--- src/hdl/lsr_map.svh ---
`ifndef LSR_MAP_SVH
`define LSR_MAP_SVH
// Register indices; byte address is four times the index
`define LSR_IDX_MOD_DRIVE   6'h15
`define LSR_IDX_FAULT_STAT  6'h16
`define LSR_IDX_RELEASE     6'h17
`define LSR_IDX_GAIN_TAP    6'h18
`define LSR_IDX_LOS_CTRL    6'h20
`define LSR_IDX_ASSERT_LVL  6'h21
`define LSR_IDX_IRQ_STAT    6'h22
`define LSR_IDX_IRQ_MASK    6'h23
// Status byte fields
`define LSR_ST_RSVD         7
`define LSR_ST_LASER_EN     6
`define LSR_ST_RX_FLT       5
`define LSR_ST_INT          4
`define LSR_ST_APC_SAT      3
`define LSR_ST_BIAS_FLT     2
`define LSR_ST_TX_FLT       1
`define LSR_ST_RATE_SEL     0
// Gain tap field and scaling
`define LSR_TAP_W           5
`define LSR_TAP_FULL        6'h20
`define LSR_TAP_SHIFT       5
`define LSR_LOS_DIS_BIT     0
// Event count and reset values
`define LSR_NUM_EV          5
`define LSR_RST_BYTE        8'h00
`define LSR_RST_EV          5'h00
`endif

--- src/hdl/lsr_pkg.sv ---
`default_nettype none
package lsr_pkg;
  // Registered fault comparator and loop states from the core
  typedef struct packed {
    logic rx_power;
    logic bias_current;
    logic tx_power;
    logic loop_saturation;
  } lsr_faults_t;

  // Sticky event positions in the interrupt status register
  typedef enum logic [2:0] {
    LSR_EV_LOS   = 3'b000,
    LSR_EV_RXF   = 3'b001,
    LSR_EV_BIAS  = 3'b010,
    LSR_EV_TXF   = 3'b011,
    LSR_EV_APC   = 3'b100
  } lsr_event_t;
endpackage
`default_nettype wire

--- src/hdl/lsr_regs.sv ---
// What this block does
// - Modulation readback returns the compensated value now driving the modulation DAC.
// - Group registers need a valid OEM password; otherwise access is refused.
// - Status bit 7 is reserved and always reads zero.
// - Status bit 6 shows laser enable: zero while disabled, one when allowed.
// - Status bit 5 shows the registered receive power fault.
// - Status bit 4 shows the interrupt output, active high.
// - Status bit 3 shows the registered power loop saturation fault.
// - Status bit 2 shows the registered bias current fault.
// - Status bit 1 shows the registered transmit power fault.
// - Status bit 0 shows the rate select pin level after its two-flop synchroniser.
// - Loss output asserts when scaled receive power falls below assert level.
// - Loss output releases when scaled power rises above release level, or when loss disable is set.
// - Receive power is scaled by the gain tap before comparing.
// - With loss disable set, the release level is ignored.
// - Release level and gain tap are reloaded from the stored image on every reset.
// - Gain tap zero passes input; other codes scale by (32-code)/32.
// - With loss disable set, the receive power fault sets no interrupt status bit and output is held low.
//
// The Wishbone register port was chosen for this implementation.
`include "lsr_map.svh"
`default_nettype none

module lsr_regs #(
  parameter int unsigned DW = 8
) (
  input  wire logic                  core_clk,
  input  wire logic                  reset,
  // Wishbone classic slave
  input  wire logic                  wb_cyc_i,
  input  wire logic                  wb_stb_i,
  input  wire logic                  wb_we_i,
  input  wire logic [7:0]            wb_adr_i,
  input  wire logic [3:0]            wb_sel_i,
  input  wire logic [31:0]           wb_dat_i,
  output logic [31:0]                wb_dat_o,
  output logic                       wb_ack_o,
  // Core side
  input  wire logic                  oem_access_ok,
  input  wire logic [DW-1:0]         modulation_drive_value,
  input  wire logic                  laser_enable,
  input  wire lsr_pkg::lsr_faults_t  faults,
  input  wire logic                  rate_select_output,
  input  wire logic [DW-1:0]         receive_power_input,
  input  wire logic [DW-1:0]         nv_release_image,
  input  wire logic [`LSR_TAP_W-1:0] nv_gain_image,
  output logic                       nv_store,
  output logic                       signal_loss_output,
  output logic                       irq
);

  // ==========================================================
  // Address decode
  // ==========================================================
  function automatic logic [5:0] reg_index(input logic [7:0] adr);
    reg_index = adr[7:2];
  endfunction

  function automatic logic in_group(input logic [5:0] idx);
    in_group = (idx >= `LSR_IDX_MOD_DRIVE) && (idx <= `LSR_IDX_GAIN_TAP);
  endfunction

  logic [5:0] idx;
  logic       req;
  logic       wr;
  logic       grp_ok;

  assign idx    = reg_index(wb_adr_i);
  assign req    = wb_cyc_i && wb_stb_i && !wb_ack_o;
  assign wr     = req && wb_we_i && wb_sel_i[0];
  assign grp_ok = !in_group(idx) || oem_access_ok;

  // ==========================================================
  // Pin synchroniser
  // ==========================================================
  // The rate select level is read back from its pin
  logic rsel_meta_q;
  logic rsel_q;

  always_ff @(posedge core_clk)
  begin
    if (reset)
    begin
      rsel_meta_q <= 1'b0;
      rsel_q      <= 1'b0;
    end
    else
    begin
      rsel_meta_q <= rate_select_output;
      rsel_q      <= rsel_meta_q;
    end
  end

  // ==========================================================
  // Non-volatile settings
  // ==========================================================
  logic [DW-1:0]         release_q;
  logic [`LSR_TAP_W-1:0] gain_tap_q;
  logic                  nv_store_q;

  // Reloaded from the stored image during reset, so resets never lose them
  always_ff @(posedge core_clk)
  begin
    if (reset)
    begin
      release_q  <= nv_release_image;
      gain_tap_q <= nv_gain_image;
    end
    else if (wr && grp_ok)
    begin
      if (idx == `LSR_IDX_RELEASE)
      begin
        release_q <= wb_dat_i[DW-1:0];
      end
      if (idx == `LSR_IDX_GAIN_TAP)
      begin
        // Reserved upper bits are dropped
        gain_tap_q <= wb_dat_i[`LSR_TAP_W-1:0];
      end
    end
  end

  // Tells the store to commit the new values
  always_ff @(posedge core_clk)
  begin
    if (reset)
    begin
      nv_store_q <= 1'b0;
    end
    else
    begin
      nv_store_q <= wr && grp_ok &&
                    (idx == `LSR_IDX_RELEASE ||
                     idx == `LSR_IDX_GAIN_TAP);
    end
  end

  assign nv_store = nv_store_q;

  // ==========================================================
  // Loss control registers
  // ==========================================================
  logic          los_dis_q;
  logic [DW-1:0] assert_lvl_q;

  always_ff @(posedge core_clk)
  begin
    if (reset)
    begin
      los_dis_q    <= 1'b0;
      assert_lvl_q <= `LSR_RST_BYTE;
    end
    else if (wr)
    begin
      if (idx == `LSR_IDX_LOS_CTRL)
      begin
        los_dis_q <= wb_dat_i[`LSR_LOS_DIS_BIT];
      end
      if (idx == `LSR_IDX_ASSERT_LVL)
      begin
        assert_lvl_q <= wb_dat_i[DW-1:0];
      end
    end
  end

  // ==========================================================
  // Receive power scaling and loss comparator
  // ==========================================================
  logic [DW+5:0]       prod;
  logic [DW-1:0]       scaled;
  logic [`LSR_TAP_W:0] tap_mult;

  // A full multiply keeps every tap exact at the cost of a small multiplier
  assign tap_mult = `LSR_TAP_FULL - {1'b0, gain_tap_q};
  assign prod     = {{(`LSR_TAP_W+1){1'b0}}, receive_power_input} *
                    {{DW{1'b0}}, tap_mult};
  assign scaled = (gain_tap_q == '0) ? receive_power_input
                : prod[DW+`LSR_TAP_SHIFT-1:`LSR_TAP_SHIFT];

  logic los_q;

  always_ff @(posedge core_clk)
  begin
    if (reset)
    begin
      los_q <= 1'b0;
    end
    else if (los_dis_q)
    begin
      // Release level unused while disabled
      los_q <= 1'b0;
    end
    else if (!los_q && (scaled < assert_lvl_q))
    begin
      los_q <= 1'b1;
    end
    else if (los_q && (scaled > release_q))
    begin
      los_q <= 1'b0;
    end
  end

  assign signal_loss_output = los_q;

  // ==========================================================
  // Event capture and interrupt
  // ==========================================================
  logic [`LSR_NUM_EV-1:0] ev_now;
  logic [`LSR_NUM_EV-1:0] ev_prev_q;
  logic [`LSR_NUM_EV-1:0] ev_rise;
  logic [`LSR_NUM_EV-1:0] ist_q;
  logic [`LSR_NUM_EV-1:0] imask_q;
  logic [`LSR_NUM_EV-1:0] w1c;
  logic                   irq_q;

  assign ev_now[lsr_pkg::LSR_EV_LOS]  = los_q;
  assign ev_now[lsr_pkg::LSR_EV_RXF]  = faults.rx_power && !los_dis_q;
  assign ev_now[lsr_pkg::LSR_EV_BIAS] = faults.bias_current;
  assign ev_now[lsr_pkg::LSR_EV_TXF]  = faults.tx_power;
  assign ev_now[lsr_pkg::LSR_EV_APC]  = faults.loop_saturation;

  assign w1c = (wr && idx == `LSR_IDX_IRQ_STAT) ?
               wb_dat_i[`LSR_NUM_EV-1:0] : `LSR_RST_EV;

  always_ff @(posedge core_clk)
  begin
    if (reset)
    begin
      ev_prev_q <= `LSR_RST_EV;
    end
    else
    begin
      ev_prev_q <= ev_now;
    end
  end

  // A rising event in the cycle of its clear keeps the bit set
  genvar g;
  generate
    for (g = 0; g < `LSR_NUM_EV; g++)
    begin : g_ev
      assign ev_rise[g] = ev_now[g] && !ev_prev_q[g];

      always_ff @(posedge core_clk)
      begin
        if (reset)
        begin
          ist_q[g] <= 1'b0;
        end
        else if (ev_rise[g])
        begin
          ist_q[g] <= 1'b1;
        end
        else if (w1c[g])
        begin
          ist_q[g] <= 1'b0;
        end
      end
    end
  endgenerate

  always_ff @(posedge core_clk)
  begin
    if (reset)
    begin
      imask_q <= `LSR_RST_EV;
    end
    else if (wr && idx == `LSR_IDX_IRQ_MASK)
    begin
      imask_q <= wb_dat_i[`LSR_NUM_EV-1:0];
    end
  end

  // Lags the status bits by one cycle so the pin comes from a flop
  always_ff @(posedge core_clk)
  begin
    if (reset)
    begin
      irq_q <= 1'b0;
    end
    else
    begin
      irq_q <= |(ist_q & imask_q);
    end
  end

  assign irq = irq_q;

  // ==========================================================
  // Status byte
  // ==========================================================
  logic [7:0] status;

  always_comb
  begin
    status                   = `LSR_RST_BYTE;
    status[`LSR_ST_RSVD]     = 1'b0;
    status[`LSR_ST_LASER_EN] = laser_enable;
    status[`LSR_ST_RX_FLT]   = faults.rx_power;
    status[`LSR_ST_INT]      = irq_q;
    status[`LSR_ST_APC_SAT]  = faults.loop_saturation;
    status[`LSR_ST_BIAS_FLT] = faults.bias_current;
    status[`LSR_ST_TX_FLT]   = faults.tx_power;
    status[`LSR_ST_RATE_SEL] = rsel_q;
  end

  // ==========================================================
  // Read mux and acknowledge
  // ==========================================================
  logic [31:0] rd;

  // Reads have no side effects on any state
  always_comb
  begin
    rd = 32'h0000_0000;
    if (grp_ok)
    begin
      case (idx)
        `LSR_IDX_MOD_DRIVE:  rd[DW-1:0] = modulation_drive_value;
        `LSR_IDX_FAULT_STAT: rd[7:0] = status;
        `LSR_IDX_RELEASE:    rd[DW-1:0] = release_q;
        `LSR_IDX_GAIN_TAP:   rd[`LSR_TAP_W-1:0] = gain_tap_q;
        `LSR_IDX_LOS_CTRL:   rd[`LSR_LOS_DIS_BIT] = los_dis_q;
        `LSR_IDX_ASSERT_LVL: rd[DW-1:0] = assert_lvl_q;
        `LSR_IDX_IRQ_STAT:   rd[`LSR_NUM_EV-1:0] = ist_q;
        `LSR_IDX_IRQ_MASK:   rd[`LSR_NUM_EV-1:0] = imask_q;
        default:             rd = 32'h0000_0000;
      endcase
    end
  end

  logic        ack_q;
  logic [31:0] dat_q;

  // Every access, mapped or not, is answered; refused ones read zero
  always_ff @(posedge core_clk)
  begin
    if (reset)
    begin
      ack_q <= 1'b0;
      dat_q <= 32'h0000_0000;
    end
    else
    begin
      ack_q <= req;
      dat_q <= (req && !wb_we_i) ? rd : 32'h0000_0000;
    end
  end

  assign wb_ack_o = ack_q;
  assign wb_dat_o = dat_q;

endmodule
`default_nettype wire

--- config.mk ---
export PLATFORM = sky130hd
export DESIGN_NAME = lsr_regs
export DESIGN_NICKNAME = d
export VERILOG_FILES = /design/src/hdl/lsr_pkg.sv /design/src/hdl/lsr_regs.sv
export VERILOG_INCLUDE_DIRS = /design/src /design/src/hdl
export SDC_FILE = /design/constraint.sdc
export NUM_CORES = 1
export LEC_CHECK = 0
export BUFFER_PORTS_ARGS = -buffer_cell sky130_fd_sc_hd__buf_2
export CAP_MARGIN = 20
export CORE_MARGIN = 5
export CORE_UTILIZATION = 51
export DETAILED_ROUTE_END_ITERATION = 12
export GPL_TIMING_DRIVEN = 1
export PLACE_DENSITY = 0.82
export SLEW_MARGIN = 40
export SYNTH_ARGS = -nofsm -noshare
export SYNTH_HDL_FRONTEND = slang
export SYNTH_SLANG_ARGS = --single-unit
--- constraint.sdc ---
create_clock -name core_clk -period 8.8 [get_ports core_clk]
set_input_delay 0.88 -clock core_clk [delete_from_list [all_inputs] [get_ports core_clk]]
set_output_delay 0.88 -clock core_clk [all_outputs]
set_load 0.005 [all_outputs]
==> results of run 1 <==
## power groups by stage
stage | registers [mW] | clock network, mW | logic, mW
6_report | 0.266 | 0.139 | 0.579
5_1_grt | 0.268 | 0.150 | 0.664
2_1_floorplan | 0.266 | 0 | 0.442
3_3_place_gp | 0.270 | 0 | 0.535
3_5_place_dp | 0.272 | 0 | 0.573
4_1_cts | 0.266 | 0.140 | 0.578
## kinds of logic (layout without fill, tap and decap cells)
logic type / count (synthesis) / after routing / synth area share (%)
simple gates: 174 / 174 / 20.77
mux: 25 / 25 / 6.403
compound gates: 87 / 87 / 13.32
fa+ha+maj: 58 / 58 / 20.43
buf+inv: 98 / 135 / 10.61
xor+xnor: 11 / 11 / 2.191
other cells: 1 / 24 / 0.08529
flops: 51 / 51 / 26.18
## final timing paths
path                                              start                               to  slack, ns  cells past startpoint
worst min-delay path             rsel_meta_q$_SDFF_PP0_                rsel_q$_SDFF_PP0_       0.45                      1
worst max-delay path            gain_tap_q[0]$_DFFE_PP_  signal_loss_output$_SDFFE_PP0P_       2.28                     24
worst min register to register   rsel_meta_q$_SDFF_PP0_                rsel_q$_SDFF_PP0_       0.45                      1
worst max register to register  gain_tap_q[0]$_DFFE_PP_  signal_loss_output$_SDFFE_PP0P_       2.28                     24
## synth_stat cells (all sizes together) (13+ instances only)
master / number / area share [%]
mux2: 15 / 3.8
nand2: 72 / 6.1
nor2: 26 / 2.4
a21oi: 26 / 3.0
o21ai: 19 / 2.2
dfxtp: 38 / 17
fa: 23 / 10
nor2b: 17 / 2.4
buf: 29 / 4.7
inv: 60 / 5.1
and2: 29 / 4.1
ha: 35 / 10
edfxtp: 13 / 8.9
## metrics by stage
step	setup slack, ns	hold WS (ns)	cell area (um2)
2_1_floorplan	2.999	0.4138	4483
3_3_place_gp	2.060	0.4334	4708
4_1_cts	2.266	0.4533	4806
6_report	2.284	0.4542	4808
5_1_grt	1.897	0.4764	4808
3_5_place_dp	2.347	0.4295	4713
## worst register-to-register path: stages (launching register included)
cell,delay [ns]
edfxtp_1,0.54
inv_1,0.16
ha_1,0.19
nor3b_1,0.23
ha_1,0.38
and2_1,0.23
fa_1,0.52
inv_1,0.07
fa_1,0.53
fa_1,0.55
inv_1,0.04
ha_1,0.36
a21oi_1,0.15
nand2_1,0.10
a221oi_2,0.43
nand3b_1,0.18
a41oi_1,0.26
o21bai_1,0.13
ha_1,0.31
nand3_1,0.10
nor2_1,0.11
nand4_1,0.10
a211oi_1,0.41
nor3b_1,0.10
a211oi_1,0.25
## flip-flops by register name, summed over array words and instances, names as in the netlist, 5 cells and up
signal	count
assert_lvl_q	8
ev_prev_q	5
gain_tap_q	5
imask_q	5
ist_q	5
release_q	8
wb_dat_o	8
## per-layer routing
layer / GRT usage [%] / vias to the layer above / wire length [um]
li1: - / 1769 / -
met1: 26.79 / 1747 / 4524
met5: 0 / - / 0
met4: 4.781 / 0 / 166
met3: 3.654 / 23 / 783
met2: 35.80 / 140 / 5373
## area by class of cell
class                           count  area, um2
Clock buffer                        5      68.82
Clock inverter                      3      23.77
Fill cell                         765       3491
Inverter                           60      225.2
Multi-Input combinational cell    379       2873
Sequential cell                    51       1151
Tap cell                          105      131.4
Timing Repair Buffer               67      335.3
==> impl_metrics.tcl, run 1 <==
set metrics [dict create \
    outcome "finished clean" \
    max_cap_violations 0 \
    drc_errors 0 \
    cp_top_family "adder cells" \
    path_cells "inv_1, ha_1, nor3b_1, ha_1, and2_1, fa_1, inv_1, fa_1, fa_1, inv_1, ha_1, a21oi_1, nand2_1, a221oi_2, nand3b_1, a41oi_1, o21bai_1, ha_1, nand3_1, nor2_1, nand4_1, a211oi_1, nor3b_1, a211oi_1" \
    power_switching_share_pct 42.44 \
    layout_min_cycle_time_ns 6.516 \
    wl_um 10850 \
    rows 33 \
    cp_data_required_time_ns 9.03 \
    crit_type "reg2reg" \
    clockRootBuffer "clkbuf_8" \
    drive_gt1_share_pct 18.23 \
    start_util_pct 52.98 \
    clock_path_buffers 2 \
    hold_buffers 0 \
    finish.utilization_pct 57.94 \
    start_kind "flip-flop" \
    grt_overflow_total 0 \
    tightestPinTransition_ns 0.7610 \
    synthArstFlopShare_pct 0 \
    vdd_ir_drop_max_uv 131.3 \
    wl_per_cell_um 16.19 \
    synth_flop_cell "dfxtp_1" \
    port_buffers 67 \
    antenna_found_initial 0 \
    hp-class "reg2reg" \
    grt_first_pass_wirelength_um 17270 \
    core_area_mm2 0.008299 \
    ys_ff_latch 51 \
    fin_crit_sh_pct 74.04 \
    routed_via_density 5.491 \
    drv_slew 0 \
    area_growth_pct 9.363 \
    pwr-share-clk_pct 14.1 \
    numCtsBuffers 5 \
    leakagePower_nw 2.204 \
    grt_usage_pct 20.60 \
    power_density_mw_per_mm2 204.6 \
    final_common_cell "nand2_1" \
    cts_resized 0 \
    rsz0062_at_grt "false" \
    antenna_cells 0 \
    dp_cells 662 \
    power_uw 984.0 \
    yosysUniqueCellTypes 57 \
    die_w_um 102.9 \
    cp.arrival_ns 6.74 \
    pin_count 121 \
    dr.pass1.iters 5 \
    crit_top_cell "ha_1" \
    finalHoldViolCount 0 \
    avgSynthCellArea_um2 8.706 \
    num_vias 3679 \
    max_slew_margin_pct 49.27 \
    setup_viol 0 \
    crit_path_end_kind "flip-flop" \
    synth-edff-count 13 \
    cts_tree "built" \
    routabilityCongestion 0.9018 \
    dp_hpwl_um 8758 \
    ys_seq_area_share_pct 26.18 \
    fin_tns_setup_ns 0 \
    fin_nets 707 \
    htreeDepth 2 \
    first_global_vias 3609 \
    drtAntennaViolNets 0 \
    skew_ns 0.004791 \
    cts.clk_slew.worst_paths_ns 0.09 \
    yosys_warnings 0 \
    internal-power_uw 566.4 \
    cp_num_buf_inv 3 \
    clkLatencyLatePin_ns 0.31 \
    post_cts_buffers 0 \
    max_stage_delay_ns 0.55 \
    worstPathMaxFanout 9 \
    pwr-share-seq_pct 27.1 \
    clock-sinks 51 \
    drt_iter0_drc 293 \
    fmax_mhz 153.5 \
    combPwrFrac_pct 58.8 \
    power.switching_uw 417.7 \
    layoutNonFillerInstCount 670 \
    synth_area_mm2 0.004397 \
    dieArea_mm2 0.01058 \
    critPathSlowestCell "fa_1" \
    synthCells 505 \
    grt_max_degree 45 \
    most-common-layout-cells "nand2_1 (72), buf_2 (67), inv_1 (60), dfxtp_1 (38), ha_1 (35)" \
    fp.dieH_um 102.9 \
]
Note: power is estimated with default switching activity, not from simulation.
==> inputs of run 2 (changes only) <==
--- a/config.mk
+++ b/config.mk
@@ -9,7 +9,7 @@
 export BUFFER_PORTS_ARGS = -buffer_cell sky130_fd_sc_hd__buf_2
 export CAP_MARGIN = 20
 export CORE_MARGIN = 5
-export CORE_UTILIZATION = 51
+export CORE_UTILIZATION = 49
 export DETAILED_ROUTE_END_ITERATION = 12
 export GPL_TIMING_DRIVEN = 1
 export PLACE_DENSITY = 0.82
==> constraint.sdc (replaced) <==
create_clock -name core_clk -period 5.9 [get_ports core_clk]
set_input_delay 0.59 -clock core_clk [delete_from_list [all_inputs] [get_ports core_clk]]
set_output_delay 0.59 -clock core_clk [all_outputs]
set_load 0.005 [all_outputs]
==> impl_metrics.tcl, run 2 (synthesis gave the netlist of run 1 again) <==
set metrics [dict create \
    outcome "finished clean" \
    setup_viol 0 \
    grt_usage_pct 19.34 \
    vdd_ir_drop_max_uv 166.8 \
    layout_min_cycle_time_ns 5.704 \
    clock_path_buffers 2 \
    port_buffers 67 \
    hold-path-endpoint "rsel_q$_SDFF_PP0_" \
    first_global_vias 3851 \
    cp_top_family "adder cells" \
    num_vias 3807 \
    die_w_um 104.7 \
    critPathSlowestCell "fa_1" \
    r2r_start "gain_tap_q[0]$_DFFE_PP_" \
    finalHoldViolCount 0 \
    wl_met2_um 5523 \
    fin_nets 736 \
    wl_met1_um 4526 \
    fmax_mhz 175.3 \
    grt_overflow_total 0 \
    worstPathMaxFanout 7 \
    final_common_cell "nand2_1" \
    cp.arrival_ns 5.90 \
    max_cap_violations 0 \
    grt_max_degree 45 \
    highest_layer "met4" \
    cp_data_required_time_ns 6.10 \
    finish.utilization_pct 59.34 \
    max_stage_delay_ns 0.55 \
    start_kind "flip-flop" \
    area_growth_pct 17.70 \
    leakagePower_nw 2.365 \
    wl_per_cell_um 15.72 \
    start_util_pct 50.42 \
    htreeDepth 2 \
    drtAntennaViolNets 0 \
    drv_slew 0 \
    fp.dieH_um 104.7 \
    whs_path_depth 1 \
    reg2reg_depth 25 \
    wl_um 11030 \
    clockRootBuffer "clkbuf_8" \
    crit_top_cell "buf_4" \
    grt_first_pass_wirelength_um 17770 \
    cp_num_buf_inv 6 \
    antenna_cells 0 \
    drive_gt1_share_pct 25.25 \
    dr.pass1.iters 5 \
    crit_path_end_kind "flip-flop" \
    routabilityCongestion 0.9328 \
    dr_wl_met3_um 793 \
    crit_type "reg2reg" \
    fin_crit_sh_pct 96.67 \
    worstReg2RegEnd "signal_loss_output$_SDFFE_PP0P_" \
    skew_ns 0.01059 \
    power_density_mw_per_mm2 328.2 \
    numCtsBuffers 5 \
    fin_tns_setup_ns 0 \
    most-common-layout-cells "nand2_1 (71), buf_2 (67), inv_1 (60), dfxtp_1 (38), ha_1 (30)" \
    hold_buffers 0 \
    nFillCells 738 \
    rows 34 \
    core_area_mm2 0.008721 \
    clock-sinks 51 \
    routed_via_density 5.423 \
    worstHoldStart "rsel_meta_q$_SDFF_PP0_" \
    cts.clk_slew.worst_paths_ns 0.10 \
    dp_hpwl_um 8842 \
    hp-class "reg2reg" \
    tightestPinTransition_ns 0.7972 \
    cts_tree "built" \
    dieArea_mm2 0.01097 \
    clkLatencyLatePin_ns 0.31 \
    drt_iter0_drc 291 \
    reg2reg_slack_ns 0.20 \
    antenna_found_initial 0 \
    pin_count 121 \
    max_slew_margin_pct 46.86 \
    drc_errors 0 \
]
[run 2: what timing repair did]
item / 4_1_cts / 5_1_grt
endpoints found under the setup margin: 1 / 1
gates resized for setup: 6 / 19
buffers inserted: 4 / 5
pin swaps: 2 / 24
[run 2: how the worst max path moves through the flow]
| stage | start | endpoint | slack (ns) | cells after the start |
|---|---|---|---|---|
| 5_1_grt | gain_tap_q[0]$_DFFE_PP_ | signal_loss_output$_SDFFE_PP0P_ | -0.02 | 24 |
| 6_report | gain_tap_q[0]$_DFFE_PP_ | signal_loss_output$_SDFFE_PP0P_ | 0.20 | 25 |
| 3_5_place_dp | gain_tap_q[0]$_DFFE_PP_ | signal_loss_output$_SDFFE_PP0P_ | -0.23 | 24 |
| 4_1_cts | gain_tap_q[0]$_DFFE_PP_ | signal_loss_output$_SDFFE_PP0P_ | 0.009 | 24 |
| 3_3_place_gp | gain_tap_q[0]$_DFFE_PP_ | signal_loss_output$_SDFFE_PP0P_ | -0.01 | 23 |
| 2_1_floorplan | gain_tap_q[0]$_DFFE_PP_ | signal_loss_output$_SDFFE_PP0P_ | 0.1 | 21 |
[run 2: power breakdown]
part | switching, mW | internal, mW
clock | 0.121 | 0.0872
combinational | 0.570 | 0.525
sequential | 0.0149 | 0.379
total | 0.706 | 0.992
[run 2: area by class of cell]
type / instances / area (um2) / area share (%)
timing repair buffer: 96 / 556.8 / 10.76
clock buffer: 5 / 68.82 / 1.330
multi-input combinational: 379 / 3010 / 58.17
tap: 108 / 135.1 / 2.611
sequential: 51 / 1151 / 22.24
inverter: 60 / 225.2 / 4.352
clock inverter: 3 / 27.53 / 0.5319
[run 2: metal layers]
metal | up-vias | global-route usage [%]
met5 | - | 0
met2 | 157 | 33.23
met1 | 1805 | 25.59
li1 | 1829 | -
met3 | 16 | 2.836
met4 | 0 | 4.840
[run 2: worst register-to-register path, stage by stage (launching register included)]
cell and delay [ns]:
edfxtp_1 0.40, buf_4 0.15, or3_4 0.34, xor2_1 0.17
buf_4 0.16, and2_1 0.17, fa_1 0.49, inv_1 0.06
fa_1 0.50, fa_1 0.55, inv_1 0.07, ha_4 0.26
a21oi_2 0.14, nand2_2 0.09, buf_4 0.14, buf_4 0.12
a41oi_1 0.21, xor2_1 0.11, o21ai_0 0.39, ha_1 0.26
nor2_1 0.06, o221a_2 0.13, o31ai_2 0.24, a211oi_2 0.12
nor3b_1 0.23, a211oi_1 0.09
[run 2: per-stage QoR]
stage	hold WS (ns)	total power [mW]	worst slack (ns)	area (um2)	std cells
floorplan	0.4138	1.057	0.09926	4483	528
global placement	0.4291	1.292	-0.01474	4862	685
detailed placement	0.4462	1.360	-0.2305	4862	685
CTS	0.4675	1.590	0.008868	5011	697
global route	0.4879	1.850	-0.02117	5175	702
finish	0.4692	1.698	0.1964	5175	702
==> inputs of run 3 (changes only) <==
--- a/config.mk
+++ b/config.mk
@@ -13,6 +13,7 @@
 export DETAILED_ROUTE_END_ITERATION = 12
 export GPL_TIMING_DRIVEN = 1
 export PLACE_DENSITY = 0.82
+export REMOVE_ABC_BUFFERS = 1
 export SLEW_MARGIN = 40
 export SYNTH_ARGS = -nofsm -noshare
 export SYNTH_HDL_FRONTEND = slang
==> impl_metrics.tcl, run 3 (synthesis gave the netlist of run 1 again) <==
set metrics [dict create \
    drive_gt1_share_pct 26.39 \
    drc_errors 0 \
    worstPathMaxFanout 8 \
    max_slew_margin_pct 47.10 \
    drt_iter0_drc 304 \
    grt_max_degree 45 \
    setup_ws_ns 0.1641 \
    fin_nets 737 \
    grt_usage_pct 20.03 \
    fin_crit_sh_pct 97.22 \
    dp_cells 688 \
    final_common_cell "nand2_1" \
    fmax_mhz 174.3 \
    routabilityCongestion 0.9138 \
    area_growth_pct 19.72 \
    cts_tree "built" \
    routed_via_density 5.542 \
    vdd_ir_drop_max_uv 173.2 \
    hp-class "reg2reg" \
    skew_ns 0.005054 \
    tightestPinTransition_ns 0.7935 \
    outcome "finished clean" \
    wl_per_cell_um 16.70 \
    hold_buffers 0 \
    hold-worst-slack_ns 0.4410 \
    die_w_um 104.7 \
    clock-sinks 51 \
    drtAntennaViolNets 0 \
    antenna_found_initial 0 \
    crit_type "reg2reg" \
    setup_viol 0 \
    start_kind "flip-flop" \
    grt_overflow_total 0 \
    dr.pass1.iters 5 \
    num_vias 3896 \
    cts.clk_slew.worst_paths_ns 0.10 \
    clock_path_buffers 2 \
    rows 34 \
    clkLatencyLatePin_ns 0.31 \
    cp_data_required_time_ns 6.10 \
    max_cap_violations 0 \
    core_area_mm2 0.008721 \
    power_density_mw_per_mm2 343.4 \
    htreeDepth 2 \
    antenna_cells 0 \
    dieArea_mm2 0.01097 \
    layoutNonFillerInstCount 703 \
    wl_um 11740 \
    pin_count 121 \
    grt_first_pass_wirelength_um 18240 \
    crit_path_end_kind "flip-flop" \
    start_util_pct 50.42 \
    most-common-layout-cells "nand2_1 (70), buf_2 (67), inv_1 (58), dfxtp_1 (38), and2_1 (29)" \
    power_mw 1.807 \
    dp_slack_ns -0.1930 \
    port_buffers 67 \
    cp.arrival_ns 5.94 \
    leakagePower_nw 2.386 \
    numCtsBuffers 5 \
    clockRootBuffer "clkbuf_8" \
    drv_slew 0 \
    layout_min_cycle_time_ns 5.736 \
    first_global_vias 3905 \
    finalHoldViolCount 0 \
    nFillCells 758 \
    fp.dieH_um 104.7 \
    dp_hpwl_um 9004 \
    finish.utilization_pct 60.36 \
]
## run 3: worst paths after layout
kind,to,depth (start not counted),start,slack (ns)
min,rsel_q$_SDFF_PP0_,1,rsel_meta_q$_SDFF_PP0_,0.44
max,signal_loss_output$_SDFFE_PP0P_,23,gain_tap_q[0]$_DFFE_PP_,0.16
min reg2reg,rsel_q$_SDFF_PP0_,1,rsel_meta_q$_SDFF_PP0_,0.44
max reg2reg,signal_loss_output$_SDFFE_PP0P_,23,gain_tap_q[0]$_DFFE_PP_,0.16
## run 3: layout make-up
class / count / area, um2 / area share (%)
clock buffer: 6 / 82.58 / 1.569
clock inverter: 2 / 38.79 / 0.7369
inverter: 60 / 225.2 / 4.279
multi-input combinational: 379 / 3063 / 58.19
sequential: 51 / 1151 / 21.87
tap: 108 / 135.1 / 2.567
timing repair buffer: 97 / 568.0 / 10.79
## run 3: critical path: stages (launching register included)
cell and delay [ns]:
edfxtp_1 0.44, or3_4 0.42, xor2_1 0.16, buf_4 0.19, nand2_2 0.07, fa_1 0.58, fa_1 0.45, fa_1 0.51
inv_2 0.05, ha_4 0.23, a21o_1 0.17, a41o_4 0.28, a21oi_4 0.18, o21bai_1 0.09, xnor2_1 0.14, o21ai_1 0.13
ha_1 0.33, nand3_1 0.10, o221a_2 0.26, o31ai_2 0.27, a211oi_2 0.12, buf_4 0.18, nor3b_1 0.19, a211oi_1 0.09
## run 3: routing by layer
metal	routed length [um]	GRT usage, %	vias up
met5	0	0	-
met3	566	2.281	30
met4	328	6.119	0
met2	6163	37.28	143
met1	4681	23.95	1892
li1	-	-	1831
## run 3: timing repair
action | 4_1_cts | 5_1_grt
gates resized for setup | 12 | 26
setup endpoints to repair | 1 | 1
gates cloned | 1 | 0
pin swaps | 9 | 28
buffers inserted | 4 | 3
## run 3: per-stage QoR
step,TNS (ns),instance area [um2]
global route,-0.07170,5264
floorplan,0,4242
global placement,-0.007530,4885
finish,0,5264
detailed placement,-0.1930,4885
CTS,0,5097
## run 3: power by group
part           internal [mW]  total, mW  leakage (nW)  switching (mW)
sequential             0.379      0.397         0.436          0.0180
combinational          0.557       1.15          1.89           0.593
clock                  0.140      0.260        0.0618           0.120
